--- config.mk ---
export PLATFORM = sky130hd
export DESIGN_NAME = cmp_core
export DESIGN_NICKNAME = d
export VERILOG_FILES = /design/src/rtl/cmp_pkg.sv /design/src/rtl/cmp_osc_if.sv /design/src/rtl/cmp_oscillator.sv /design/src/rtl/cmp_core.sv
export SDC_FILE = /design/constraint.sdc
export NUM_CORES = 1
export LEC_CHECK = 0
export BUFFER_PORTS_ARGS = -buffer_cell sky130_fd_sc_hd__buf_4
export CAP_MARGIN = 0
export CORE_MARGIN = 3
export CORE_UTILIZATION = 60
export CTS_CLUSTER_DIAMETER = 30
export CTS_CLUSTER_SIZE = 40
export DETAILED_ROUTE_END_ITERATION = 10
export GPL_ROUTABILITY_DRIVEN = 0
export HOLD_SLACK_MARGIN = 0.1
export PLACE_DENSITY = 0.84
export SETUP_SLACK_MARGIN = 0.1
export SLEW_MARGIN = 5
export SYNTH_ARGS = -nofsm -noshare
export SYNTH_HDL_FRONTEND = slang
export SYNTH_SLANG_ARGS = --single-unit
--- constraint.sdc ---
create_clock -name mclk_i -period 4.5 [get_ports mclk_i]
set_input_delay 0.675 -clock mclk_i [delete_from_list [all_inputs] [get_ports mclk_i]]
set_output_delay 0.675 -clock mclk_i [all_outputs]
set_load 0.1 [all_outputs]
--- src/rtl/cmp_pkg.sv ---
// Purpose: constants and types for the current mode pwm core
// Assumes: 100 MHz timing clock mclk_i
// Notes: analog thresholds live in external comparators; this logic sequences them
// Summary of operation
// - sense plus ramp above feedback resets the pulse latch, ending on-time.
// - ramp is held at start while the pulse latch is reset, released when it sets at oscillator turn-on, before the gate turns on.
// - gate stays off about 156 ns after each oscillator turn-on event.
// - sense is scaled by 3.3 before ramp add; done in the analog front end.
// - summed signal feeds duty and soft-start comparators; either ends the pulse.
// - supply above turn-on threshold starts the soft-start phase.
// - soft start rises in 32 steps of 600 us, complete about 19.2 ms after switch-on.
// - at soft-start end the duty-limiting sink is switched off.
// - soft-start duty limit grows from zero to the maximum duty limit.
// - soft start reruns at every protective restart attempt.
// - oscillator runs 67 kHz nominal with plus or minus 4 percent, 4 ms jitter.
// - on-time per period is capped to duty 0.75.
// - 2.7 kHz jitter applies only after soft start has finished.
// - latch set by oscillator pulse, reset by first firing comparator.
// - latch reset turns gate drive off immediately.
// - gate forced low while supply is below undervoltage level.
// - peak limit comparator turns gate off at once every cycle.
// - blanking masks peak limit, burst limit and sense amplifier paths.
// - blanking lasts 220 ns from each gate turn-on.
// - in burst mode the burst limit comparator (0.26 V threshold) is enabled.
// - peak threshold slope compensation is analog; comparator output used as is.
// - supply below 10.5 V off level resets the soft-start counter.
// - burst entered only after feedback below 1.22 V for 20 ms continuously.
// - feedback above 4.5 V leaves burst mode, restoring full peak limit.
package cmp_pkg;
  localparam int unsigned CLK_MHZ = 100;
  localparam int unsigned DEAD_TIME_NS = 156;
  localparam int unsigned DEAD_CYC = (DEAD_TIME_NS * CLK_MHZ) / 1000;
  localparam int unsigned BLANK_TIME_NS = 220;
  localparam int unsigned BLANK_CYC = (BLANK_TIME_NS * CLK_MHZ + 999) / 1000;
  localparam int unsigned PERIOD_NOM_HZ = 67000;
  localparam int unsigned PERIOD_CYC = (CLK_MHZ * 1000000) / PERIOD_NOM_HZ;
  localparam int unsigned JITTER_HZ = 2700;
  localparam int unsigned JITTER_PERIOD_US = 4000;
  localparam int unsigned JITTER_DEPTH_CYC =
    (PERIOD_CYC * JITTER_HZ) / PERIOD_NOM_HZ;
  localparam int unsigned DMAX_NUM = 3;
  localparam int unsigned DMAX_DEN = 4;
  localparam int unsigned SS_STEPS = 32;
  localparam int unsigned SS_STEP_US = 600;
  localparam int unsigned SS_TOTAL_US = 20000;
  localparam int unsigned BURST_ENTRY_US = 20000;
  localparam int unsigned US_CYC = CLK_MHZ;
  localparam logic [5:0] SS_CNT_RST = 6'h00;

  typedef enum logic [2:0] {
    CMP_ST_OFF = 3'b001,
    CMP_ST_SOFT = 3'b010,
    CMP_ST_RUN = 3'b100
  } cmp_state_t;
endpackage

--- src/rtl/cmp_osc_if.sv ---
`timescale 1ns/1ps
// Purpose: oscillator signals shared by core and oscillator
// Assumes: single clock domain
// Notes: none
interface cmp_osc_if;
  logic jitter_en;
  logic turn_on;
  logic on_window;
  modport osc (input jitter_en, output turn_on, output on_window);
  modport core (output jitter_en, input turn_on, input on_window);
endinterface

--- src/rtl/cmp_oscillator.sv ---
`timescale 1ns/1ps
// Purpose: fixed frequency oscillator with triangular frequency jitter
// Assumes: 100 MHz mclk_i
// Notes: on_window marks the max-duty part of each period
module cmp_oscillator
  import cmp_pkg::*;
#(
  parameter int unsigned PERIOD = PERIOD_CYC,
  parameter int unsigned JDEPTH = JITTER_DEPTH_CYC,
  parameter int unsigned JSTEP_US = JITTER_PERIOD_US / (4 * JITTER_DEPTH_CYC)
) (
  input wire logic mclk_i,
  input wire logic rst_i,
  cmp_osc_if.osc osc
);
  // offset is an 8-bit signed value and the phase counter is 12 bits wide
  if (JDEPTH == 0 || JDEPTH > 32'h0000_007F || JDEPTH >= PERIOD / 4 ||
      PERIOD > 32'h0000_0FFF || JSTEP_US == 0) begin : g_bad_jitter
    $error("cmp_oscillator: bad jitter settings");
  end
  typedef struct packed {
    logic [11:0] ph;
    logic signed [7:0] ofs;
    logic up;
    logic [15:0] tick;
    logic [15:0] us;
  } cmp_osc_st_t;
  cmp_osc_st_t q, d;
  logic [11:0] len;
  always_comb begin
    d = q;
    // period = nominal minus offset, swept +/- depth over the jitter period
    len = 12'(PERIOD - 12'($signed(q.ofs)));
    d.ph = (q.ph + 12'h001 >= len) ? 12'h000 : q.ph + 12'h001;
    d.tick = (q.tick == 16'(US_CYC - 1)) ? 16'h0000 : q.tick + 16'h0001;
    if (q.tick == 16'(US_CYC - 1)) begin
      d.us = (q.us == 16'(JSTEP_US - 1)) ? 16'h0000 : q.us + 16'h0001;
    end
    if (!osc.jitter_en) begin
      d.ofs = 8'sh00;
      d.up = 1'b1;
      d.us = 16'h0000;
    end else if (q.tick == 16'(US_CYC - 1) && q.us == 16'(JSTEP_US - 1)) begin
      if (q.up) begin
        d.ofs = q.ofs + 8'sh01;
        if (q.ofs + 8'sh01 >= $signed(8'(JDEPTH))) d.up = 1'b0;
      end else begin
        d.ofs = q.ofs - 8'sh01;
        // signed compare, else the down sweep turns back at once
        if (q.ofs - 8'sh01 <= -$signed(8'(JDEPTH))) d.up = 1'b1;
      end
    end
  end
  always_ff @(posedge mclk_i or posedge rst_i) begin
    if (rst_i) begin
      q <= '0;
    end else begin
      q <= d;
    end
  end
  assign osc.turn_on = (q.ph == 12'h000);
  // max duty 0.75 of the current period
  assign osc.on_window = (16'(q.ph) * 16'(DMAX_DEN) < 16'(len) * 16'(DMAX_NUM));
endmodule

--- src/rtl/cmp_core.sv ---
`timescale 1ns/1ps
// Purpose: current mode pwm sequencing: pulse latch, blanking, soft start, burst
// Assumes: comparator outputs are asynchronous; ramp and soft-start level analog
// Notes: gate_o combinationally drops on turn-off comparators
module cmp_core
  import cmp_pkg::*;
#(
  parameter int unsigned SS_STEP_CYC = SS_STEP_US * US_CYC,
  parameter int unsigned BURST_CYC = BURST_ENTRY_US * US_CYC
) (
  input wire logic mclk_i,
  input wire logic rst_i,
  input wire logic supply_on_i,
  input wire logic supply_ok_i,
  input wire logic restart_i,
  input wire logic duty_comparator_i,
  input wire logic softstart_comparator_i,
  input wire logic peak_limit_comparator_i,
  input wire logic burst_limit_comparator_i,
  input wire logic regulation_feedback_low_i,
  input wire logic regulation_feedback_high_i,
  output logic gate_o,
  output logic ramp_reset_switch_o,
  output logic spike_blank_o,
  output logic [4:0] softstart_level_o,
  output logic softstart_sink_en_o,
  output logic burst_limit_gate_o,
  output logic burst_mode_o
);
  // counters are 20, 22 and 8 bits wide
  if (SS_STEP_CYC < 2 || SS_STEP_CYC > 32'h0010_0000 || BURST_CYC < 2 ||
      BURST_CYC > 32'h0040_0000 || BLANK_CYC < 1 || DEAD_CYC < 1 ||
      DEAD_CYC + BLANK_CYC > 32'h0000_00FF) begin : g_bad_timing
    $error("cmp_core: timing counts out of range");
  end

  cmp_osc_if osc_if ();
  cmp_oscillator u_osc (
    .mclk_i(mclk_i),
    .rst_i(rst_i),
    .osc(osc_if)
  );

  typedef struct packed {
    logic [1:0] s_on;
    logic [1:0] s_ok;
    logic [1:0] s_rst;
    logic [1:0] s_fbl;
    logic [1:0] s_fbh;
    cmp_state_t st;
    logic latch;
    logic [7:0] dead;
    logic [7:0] blank;
    logic [5:0] ss_cnt;
    logic [19:0] ss_tmr;
    logic [21:0] bt;
    logic burst;
  } cmp_core_st_t;
  cmp_core_st_t q, d;

  logic uv_ok;
  logic kill;
  logic blanked;

  // synchronised levels, second stage only read by logic
  assign uv_ok = q.s_ok[1];
  assign blanked = (q.blank != 8'h00) || (q.dead != 8'h00);
  // turn-off paths combinational, gated by blanking
  // comparator inputs arrive already gain scaled and delay compensated
  assign kill = !blanked && (duty_comparator_i
    || softstart_comparator_i
    || peak_limit_comparator_i
    || (q.burst && burst_limit_comparator_i));
  assign osc_if.jitter_en = (q.st == CMP_ST_RUN);

  always_comb begin
    d = q;
    d.s_on = {q.s_on[0], supply_on_i};
    d.s_ok = {q.s_ok[0], supply_ok_i};
    d.s_rst = {q.s_rst[0], restart_i};
    d.s_fbl = {q.s_fbl[0], regulation_feedback_low_i};
    d.s_fbh = {q.s_fbh[0], regulation_feedback_high_i};
    if (q.dead != 8'h00) d.dead = q.dead - 8'h01;
    if (q.blank != 8'h00) d.blank = q.blank - 8'h01;
    // pulse latch: set on oscillator pulse, reset by first firing comparator
    if (osc_if.turn_on && q.st != CMP_ST_OFF) begin
      d.latch = 1'b1;
      d.dead = 8'(DEAD_CYC);
      d.blank = 8'(DEAD_CYC + BLANK_CYC);
    end else if (kill || !osc_if.on_window) begin
      d.latch = 1'b0;
    end
    case (q.st)
      CMP_ST_OFF: begin
        d.ss_cnt = SS_CNT_RST;
        d.ss_tmr = '0;
        d.latch = 1'b0;
        if (q.s_on[1] && uv_ok) d.st = CMP_ST_SOFT;
      end
      CMP_ST_SOFT: begin
        if (q.ss_tmr == 20'(SS_STEP_CYC - 1)) begin
          d.ss_tmr = '0;
          d.ss_cnt = q.ss_cnt + 6'h01;
          if (q.ss_cnt == 6'(SS_STEPS - 1)) d.st = CMP_ST_RUN;
        end else begin
          d.ss_tmr = q.ss_tmr + 20'h00001;
        end
      end
      CMP_ST_RUN: begin
        d.ss_cnt = 6'(SS_STEPS);
      end
      default: d.st = CMP_ST_OFF;
    endcase
    if (!uv_ok || q.s_rst[1]) begin
      d.st = CMP_ST_OFF;
      d.ss_cnt = SS_CNT_RST;
      d.latch = 1'b0;
    end
    // burst entry needs 20 ms continuous low feedback
    if (q.st != CMP_ST_RUN || !q.s_fbl[1] || q.burst) begin
      d.bt = '0;
    end else if (q.bt == 22'(BURST_CYC - 1)) begin
      d.burst = 1'b1;
    end else begin
      d.bt = q.bt + 22'h000001;
    end
    if (q.s_fbh[1] || q.st != CMP_ST_RUN) d.burst = 1'b0;
  end

  always_ff @(posedge mclk_i or posedge rst_i) begin
    if (rst_i) begin
      q <= '{st: CMP_ST_OFF, ss_cnt: SS_CNT_RST, default: '0};
    end else begin
      q <= d;
    end
  end

  assign gate_o = q.latch && q.dead == 8'h00 && !kill && uv_ok;
  assign ramp_reset_switch_o = !q.latch;
  assign spike_blank_o = blanked;
  assign softstart_level_o = q.ss_cnt[5] ? 5'h1F : q.ss_cnt[4:0];
  assign softstart_sink_en_o = (q.st != CMP_ST_RUN);
  assign burst_limit_gate_o = q.burst;
  assign burst_mode_o = q.burst;
endmodule

# Word-level counts from Yosys, hierarchy flattened
# Cells that the tools add are included.
# totals
register_bits,132
input_bits,11
out_inout_bits,11
wordCells,120
# classes
addsub,11
n_mul,1
n_lt_le_gt_ge,4
n_eq_ne,18
muxes,32
n_reduce_logical,36
# op_table
op,count
16-bit 2-to-1 mux,5
22-bit 2-to-1 mux,2
20-bit case mux with 2 select lines,1
16-bit by 1-bit adder with 16-bit output (second input constant),2
9-bit 2-to-1 mux,3
22-bit by 1-bit adder with 22-bit output (second input constant),1
22-bit by 21-bit == test with 1-bit output (second input constant),1
20-bit by 1-bit adder with 20-bit output (second input constant),1
20-bit by 16-bit == test with 1-bit output (second input constant),1
20-bit 2-to-1 mux,1
6-bit case mux with 3 select lines,1
16-bit by 4-bit == test with 1-bit output (second input constant),1
16-bit by 7-bit == test with 1-bit output (second input constant),1
8-bit 2-to-1 mux,2
8-bit nonzero test,2
8-bit by 1-bit subtractor with 8-bit output (second input constant),2
14-bit < comparator,1
12-bit by 2-bit multiplier with 14-bit output (second input constant),1
12-bit by 1-bit adder with 12-bit output (second input constant),1
12-bit >= comparator,1
12-bit logical NOT,1
12-bit 2-to-1 mux,1
6-bit 2-to-1 mux,2
3-bit inequality test (second input constant),4
26 further kinds,63

# Longest topological paths before layout
# logic_depth
ltp_word,9
depth_mapped,20
depth_no_buf,19

# Cells and area by module
# A second synthesis with hierarchy kept.
# unflattened
hier_cells,900
area_unflattened_um2,8300.5
# by_module_without_submodules
mod,n_inst,cells_each,area_per_inst_um2,seq_area_each_um2
cmp_oscillator,1,485,4230.3,1326.3
cmp_core,1,415,4070.2,1978.1

# Worst setup path after synthesis
# No wires, ideal clock.
# synth_path
kind,flip-flop to flip-flop
from,reg u_osc.q[33] (netlist name)
to,reg q[65] (netlist name)
setup_time_ns,0.084
t_arrival_ns,3.888
setup_slack_ns,0.528
stages_incl_launch_ff,21
n_path_buf,1
cell_sequence,dfrtp_1 -> buf_6 -> inv_1 -> ha_1 -> nor2b_1 -> o21a_1 -> or2_2 -> ha_1 -> nand2_1 -> o21ai_0 -> or3b_1 -> o211a_1 -> o221ai_2 -> or4_1 -> nand3_1 -> ha_1 -> nand4b_1 -> o22ai_1 -> a211oi_1 -> nand2_1 -> o22ai_1
# synth_via
elab_chain_len,6
# synth_rtl
element,line,text
from (decl),cmp_oscillator.sv:28,"cmp_osc_st_t q, d;"
from (signal assigned),cmp_oscillator.sv:56,q <= '0;
from (signal assigned),cmp_oscillator.sv:58,q <= d;
11-bit by 12-bit subtractor with 12-bit output,cmp_oscillator.sv:33,len = 12'(PERIOD - 12'($signed(q.ofs)));
12-bit by 2-bit multiplier with 14-bit output,cmp_oscillator.sv:63,assign osc.on_window = (16'(q.ph) * 16'(DMAX_DEN) < 16'(len) * 16'(DMAX_NUM));
14-bit < comparator,cmp_oscillator.sv:63,
1-bit logical NOT,cmp_core.sv:90,end else if (kill || !osc_if.on_window) begin
1-bit logical OR,cmp_core.sv:90,
4-bit nonzero test (no source line),-,
to (signal assigned),cmp_core.sv:132,"q <= '{st: CMP_ST_OFF, ss_cnt: SS_CNT_RST, default: '0};"
to (signal assigned),cmp_core.sv:134,q <= d;
to (decl),cmp_core.sv:59,"cmp_core_st_t q, d;"
# Every way passes these cells.
# A chain may end at the register's enable or synchronous reset.

# Worst setup path after layout
# layout_path
from,reg u_osc.q[34] (netlist name)
to,reg q[65] (netlist name)
# The elaborated chain is that of the path after synthesis.

==> metrics.txt <==
# TYPE chip_impl_metric gauge
chip_impl_info{name="status",value="complete, no violations"} 1
chip_impl_metric{name="yosysUniqueCellTypes",unit=""} 71
chip_impl_metric{name="vdd_ir_drop_max",unit="uV"} 300
chip_impl_metric{name="crit_arrival",unit="ns"} 4.41
chip_impl_metric{name="timing.final.hold_violations",unit=""} 0
chip_impl_metric{name="cellLeakagePower",unit="nW"} 3.81
chip_impl_metric{name="cts_post_setup_buffers_inserted",unit=""} 0
chip_impl_metric{name="cts_made_buffers",unit=""} 17
chip_impl_metric{name="synth-seq-cells",unit=""} 132
chip_impl_metric{name="clock_sink_count",unit=""} 132
chip_impl_metric{name="floorplan.die.width",unit="microns"} 120
chip_impl_info{name="worstSetupEndpointType",value="flop"} 1
chip_impl_metric{name="grt_first_pass_wirelength",unit="microns"} 27100
chip_impl_metric{name="portBuffers",unit=""} 21
chip_impl_metric{name="setup_viol_count_final",unit=""} 0
chip_impl_metric{name="post_synthesis_sequential_area_ratio",unit="%"} 42.4
chip_impl_metric{name="final.period_utilization",unit="%"} 90.5
chip_impl_metric{name="synth_async_sr_flop_share",unit="%"} 100
chip_impl_metric{name="p_per_area",unit="nW/um^2"} 358
chip_impl_metric{name="fin_nets",unit=""} 917
chip_impl_metric{name="syn_area_per_cell",unit="sq um"} 9.17
chip_impl_metric{name="dpl.hpwl",unit="microns"} 10500
chip_impl_metric{name="grt_usage",unit="%"} 22.9
chip_impl_info{name="worstHoldPathType",value="reg -> reg"} 1
chip_impl_metric{name="drt-initial-drc-count",unit=""} 512
chip_impl_metric{name="postSynthCellCount",unit=""} 849
chip_impl_metric{name="stdcell_count",unit=""} 1048
chip_impl_metric{name="antenna_left",unit=""} 0
chip_impl_metric{name="fin_tns_setup",unit="ns"} 0
chip_impl_info{name="tritoncts",value="yes"} 1
chip_impl_metric{name="grt_overflow_total",unit=""} 0
chip_impl_metric{name="slew_headroom",unit="%"} 34.6
chip_impl_metric{name="timing.fmax",unit="MHz"} 246
chip_impl_info{name="leading_area_contributor_after_synthesis",value="sky130_fd_sc_hd__dfrtp_1"} 1
chip_impl_metric{name="start_util",unit="%"} 63.0
chip_impl_metric{name="core_area",unit="sq um"} 12400
chip_impl_metric{name="mappedNetlistArea",unit="sq um"} 7780
chip_impl_metric{name="worst_ep_required_time",unit="ns"} 4.84
chip_impl_metric{name="timing.critical_path.slowest_cell_delay",unit="ns"} 0.46
chip_impl_metric{name="worst_setup_hold_path_clk_slew",unit="ns"} 0.06
chip_impl_info{name="critPathSlowestCell",value="sky130_fd_sc_hd__dfrtp_2"} 1
chip_impl_metric{name="num_antenna_cells",unit=""} 0
chip_impl_metric{name="floorplan.die_area",unit="sq um"} 14400
chip_impl_metric{name="worst_skew_pair.late_latency",unit="ns"} 0.42
chip_impl_metric{name="synth-warning-count",unit=""} 0
chip_impl_metric{name="timing_worst_slew_pin_value",unit="ns"} 0.981
chip_impl_metric{name="clock_tree.htree_level_count",unit=""} 4
chip_impl_info{name="worst-setup-path-type",value="reg -> reg"} 1
chip_impl_metric{name="synth_top_area_share",unit="%"} 42.1
chip_impl_info{name="synth_flop_cell",value="sky130_fd_sc_hd__dfrtp_1"} 1
chip_impl_metric{name="filler_cell_count",unit=""} 944
chip_impl_info{name="netlist_top_cells_count",value="131 x sky130_fd_sc_hd__dfrtp_1, 88 x sky130_fd_sc_hd__nor2_1, 83 x sky130_fd_sc_hd__nand2_1"} 1
chip_impl_metric{name="grt_antenna_before_repair",unit=""} 0
chip_impl_metric{name="dieHeight",unit="microns"} 120
chip_impl_metric{name="maxSlewViolCount",unit=""} 0
chip_impl_metric{name="drt_wl_total",unit="microns"} 15700
chip_impl_metric{name="finalHoldWorstSlack",unit="ns"} 0.351
chip_impl_metric{name="first_pass_iters",unit=""} 5
chip_impl_metric{name="first_global_vias",unit=""} 5944
chip_impl_metric{name="area_post_placement",unit="sq um"} 8050
chip_impl_metric{name="placementRows",unit=""} 40
chip_impl_info{name="post-synth-top-count-cell",value="sky130_fd_sc_hd__dfrtp_1"} 1
chip_impl_metric{name="detail_route.wl_per_cell",unit="microns"} 14.9
chip_impl_metric{name="routed-via-count",unit=""} 6303
chip_impl_metric{name="clock_tree.buffer_depth",unit=""} 2
chip_impl_metric{name="synth_enable_flop_cells",unit=""} 0
chip_impl_info{name="grt_setup_unrepaired",value="no"} 1
chip_impl_info{name="path_cells",value="inv_1 > ha_4 > nor2b_1 > o21a_1 > or2_2 > ha_1 > nand2_1 > o21ai_2 > or3b_1 > o211a_1 > o221ai_4 > or4_1 > nand3_1 > ha_1 > nand4b_1 > o22ai_1 > a211oi_1 > nand2_1 > o22ai_1"} 1
chip_impl_metric{name="number_of_violations_of_the_max_capacitance_limit",unit=""} 0
chip_impl_metric{name="placed_instance_count",unit=""} 1016
chip_impl_metric{name="synthToLayoutAreaGrowth",unit="%"} 12.1
chip_impl_metric{name="timing.final.crit_period",unit="ns"} 4.07
chip_impl_metric{name="post-route-cell-area",unit="sq um"} 8730
chip_impl_metric{name="pin_count_of_the_biggest_net_entering_global_routing",unit=""} 113
chip_impl_metric{name="fin_ws",unit="ns"} 0.428
chip_impl_info{name="cts.root.buffer_cell",value="sky130_fd_sc_hd__clkbuf_16"} 1
chip_impl_metric{name="syn_nets",unit=""} 899
chip_impl_info{name="synthTopCellsByArea",value="sky130_fd_sc_hd__dfrtp_1 42%, sky130_fd_sc_hd__ha_1 6.3%, sky130_fd_sc_hd__xor2_1 4.7%"} 1
chip_impl_info{name="setup.worst_path.start_class",value="flop"} 1
chip_impl_metric{name="dp_slack",unit="ns"} 0.158
chip_impl_metric{name="layout-drive-gt1-share",unit="%"} 9.77
chip_impl_metric{name="crit_path_max_fanout",unit=""} 9
chip_impl_metric{name="ioPinCount",unit=""} 22
chip_impl_metric{name="clock-skew-final",unit="ns"} 0.00630
chip_impl_metric{name="vias_per_cell",unit=""} 6.01
chip_impl_metric{name="post-route-drc-count",unit=""} 0
-- metal layers --
layer	vias up	part of all wire (%)	GRT usage [%]
met2	172	48	36.8
met1	3036	46	30.8
met4	0	1.7	7.37
met5	-	0	0
li1	3069	-	-
met3	26	4.3	5.28
-- worst max-delay path: cells and delay by family, from the launching register on --
kind,cells,cell delay (ns)
DFF,1,0.46
AOI/OAI and AO/OA,7,1.27
buffers and inverters,1,0.16
and+or+nand+nor,8,1.27
adders and majority gates,3,0.81
-- area by class of cell --
cell class / instances / area [sq um] / share of cell area (%)
multi-input cells: 651 / 4210 / 48.2
flip-flops and latches: 132 / 3310 / 37.9
clock buffers: 19 / 443 / 5.08
repair buffers: 28 / 210 / 2.41
well taps: 168 / 210 / 2.41
clock inverters: 13 / 205 / 2.35
inverters: 37 / 144 / 1.65
-- logic make-up (layout without fill, tap and decap cells) --
group / Yosys count / in the layout / share of synthesized area, %
buffers and inverters: 66 / 97 / 3.84
adder cells (fa/ha/maj): 39 / 39 / 6.27
multiplexers: 2 / 2 / 0.257
AND/OR/NAND/NOR: 364 / 364 / 24.1
AO/OA/AOI/OAI: 159 / 159 / 13.1
flip-flops: 132 / 132 / 42.4
XOR/XNOR: 86 / 86 / 9.96
other: 1 / 1 / 0.0482
-- repair_timing --
item                       in CTS  in global routing
setup endpoints to repair       0                  1
resized for setup               0                  6
hold buffers                    0                  0
-- worst paths after layout --
check | from | endpoint | slack, ns | cells past startpoint
setup / recovery | u_osc.q[34]$_DFFE_PP0P_ | q[65]$_DFFE_PP0P_ | 0.43 | 19
hold / removal | d[76]$_DFF_PP0_ | q[76]$_DFF_PP0_ | 0.35 | 0
setup reg to reg | u_osc.q[34]$_DFFE_PP0P_ | q[65]$_DFFE_PP0P_ | 0.43 | 19
hold reg to reg | d[76]$_DFF_PP0_ | q[76]$_DFF_PP0_ | 0.35 | 0
max in group asynchronous | rst_i | u_osc.q[14]$_DFFE_PP0P_ | 3.15 | 3
min in group asynchronous | rst_i | u_osc.q[35]$_DFFE_PP0P_ | 0.48 | 2
-- metrics by stage --
step                total power, mW  utilization [%]
finish                         3.12             70.6
global route                   3.26             70.6
CTS                            3.15             70.4
detailed placement             1.63             65.1
global placement               1.61             65.1
floorplan                      1.55                -
-- registers in the layout, summed over array words and instances (netlist names) --
name and cells:
q 73, d 5, burst_limit_gate_o 1, u_osc.q 53
-- placed cells by master, fill, tap and decap left out, types with 4 or more instances in the layout --
| cell | instances |
|---|---|
| sky130_fd_sc_hd__dfrtp_1 | 130 |
| sky130_fd_sc_hd__nor2_1 | 88 |
| sky130_fd_sc_hd__nand2_1 | 83 |
| sky130_fd_sc_hd__o21ai_0 | 48 |
| sky130_fd_sc_hd__xor2_1 | 42 |
| sky130_fd_sc_hd__nand3_1 | 41 |
| sky130_fd_sc_hd__xnor2_1 | 41 |
| sky130_fd_sc_hd__ha_1 | 38 |
| sky130_fd_sc_hd__inv_1 | 35 |
| sky130_fd_sc_hd__a21oi_1 | 33 |
| sky130_fd_sc_hd__buf_4 | 28 |
| sky130_fd_sc_hd__nor3_1 | 26 |
| sky130_fd_sc_hd__and3_1 | 23 |
| sky130_fd_sc_hd__nand4_1 | 17 |
| sky130_fd_sc_hd__clkbuf_16 | 17 |
| sky130_fd_sc_hd__nor4_1 | 12 |
| sky130_fd_sc_hd__o31ai_1 | 12 |
| sky130_fd_sc_hd__and4_1 | 10 |
| sky130_fd_sc_hd__a31oi_1 | 10 |
| sky130_fd_sc_hd__nor2b_1 | 8 |
| sky130_fd_sc_hd__or3_1 | 8 |
| sky130_fd_sc_hd__a21o_1 | 8 |
| sky130_fd_sc_hd__nor3b_1 | 7 |
| sky130_fd_sc_hd__o211ai_1 | 7 |
| sky130_fd_sc_hd__nand2b_1 | 6 |
| sky130_fd_sc_hd__a211oi_1 | 6 |
| sky130_fd_sc_hd__or2_2 | 6 |
| sky130_fd_sc_hd__bufinv_16 | 5 |
| sky130_fd_sc_hd__and2_1 | 4 |
| sky130_fd_sc_hd__or4_1 | 4 |
| sky130_fd_sc_hd__nor4b_1 | 4 |
-- report_power, final --
group          internal [mW]  leakage, nW  total [mW]  switching [mW]
Clock                  0.996        0.309        1.51           0.514
Sequential              1.27         1.76        1.34          0.0719
Combinational          0.117         1.74       0.273           0.156
(Power assumes the default switching activity.)
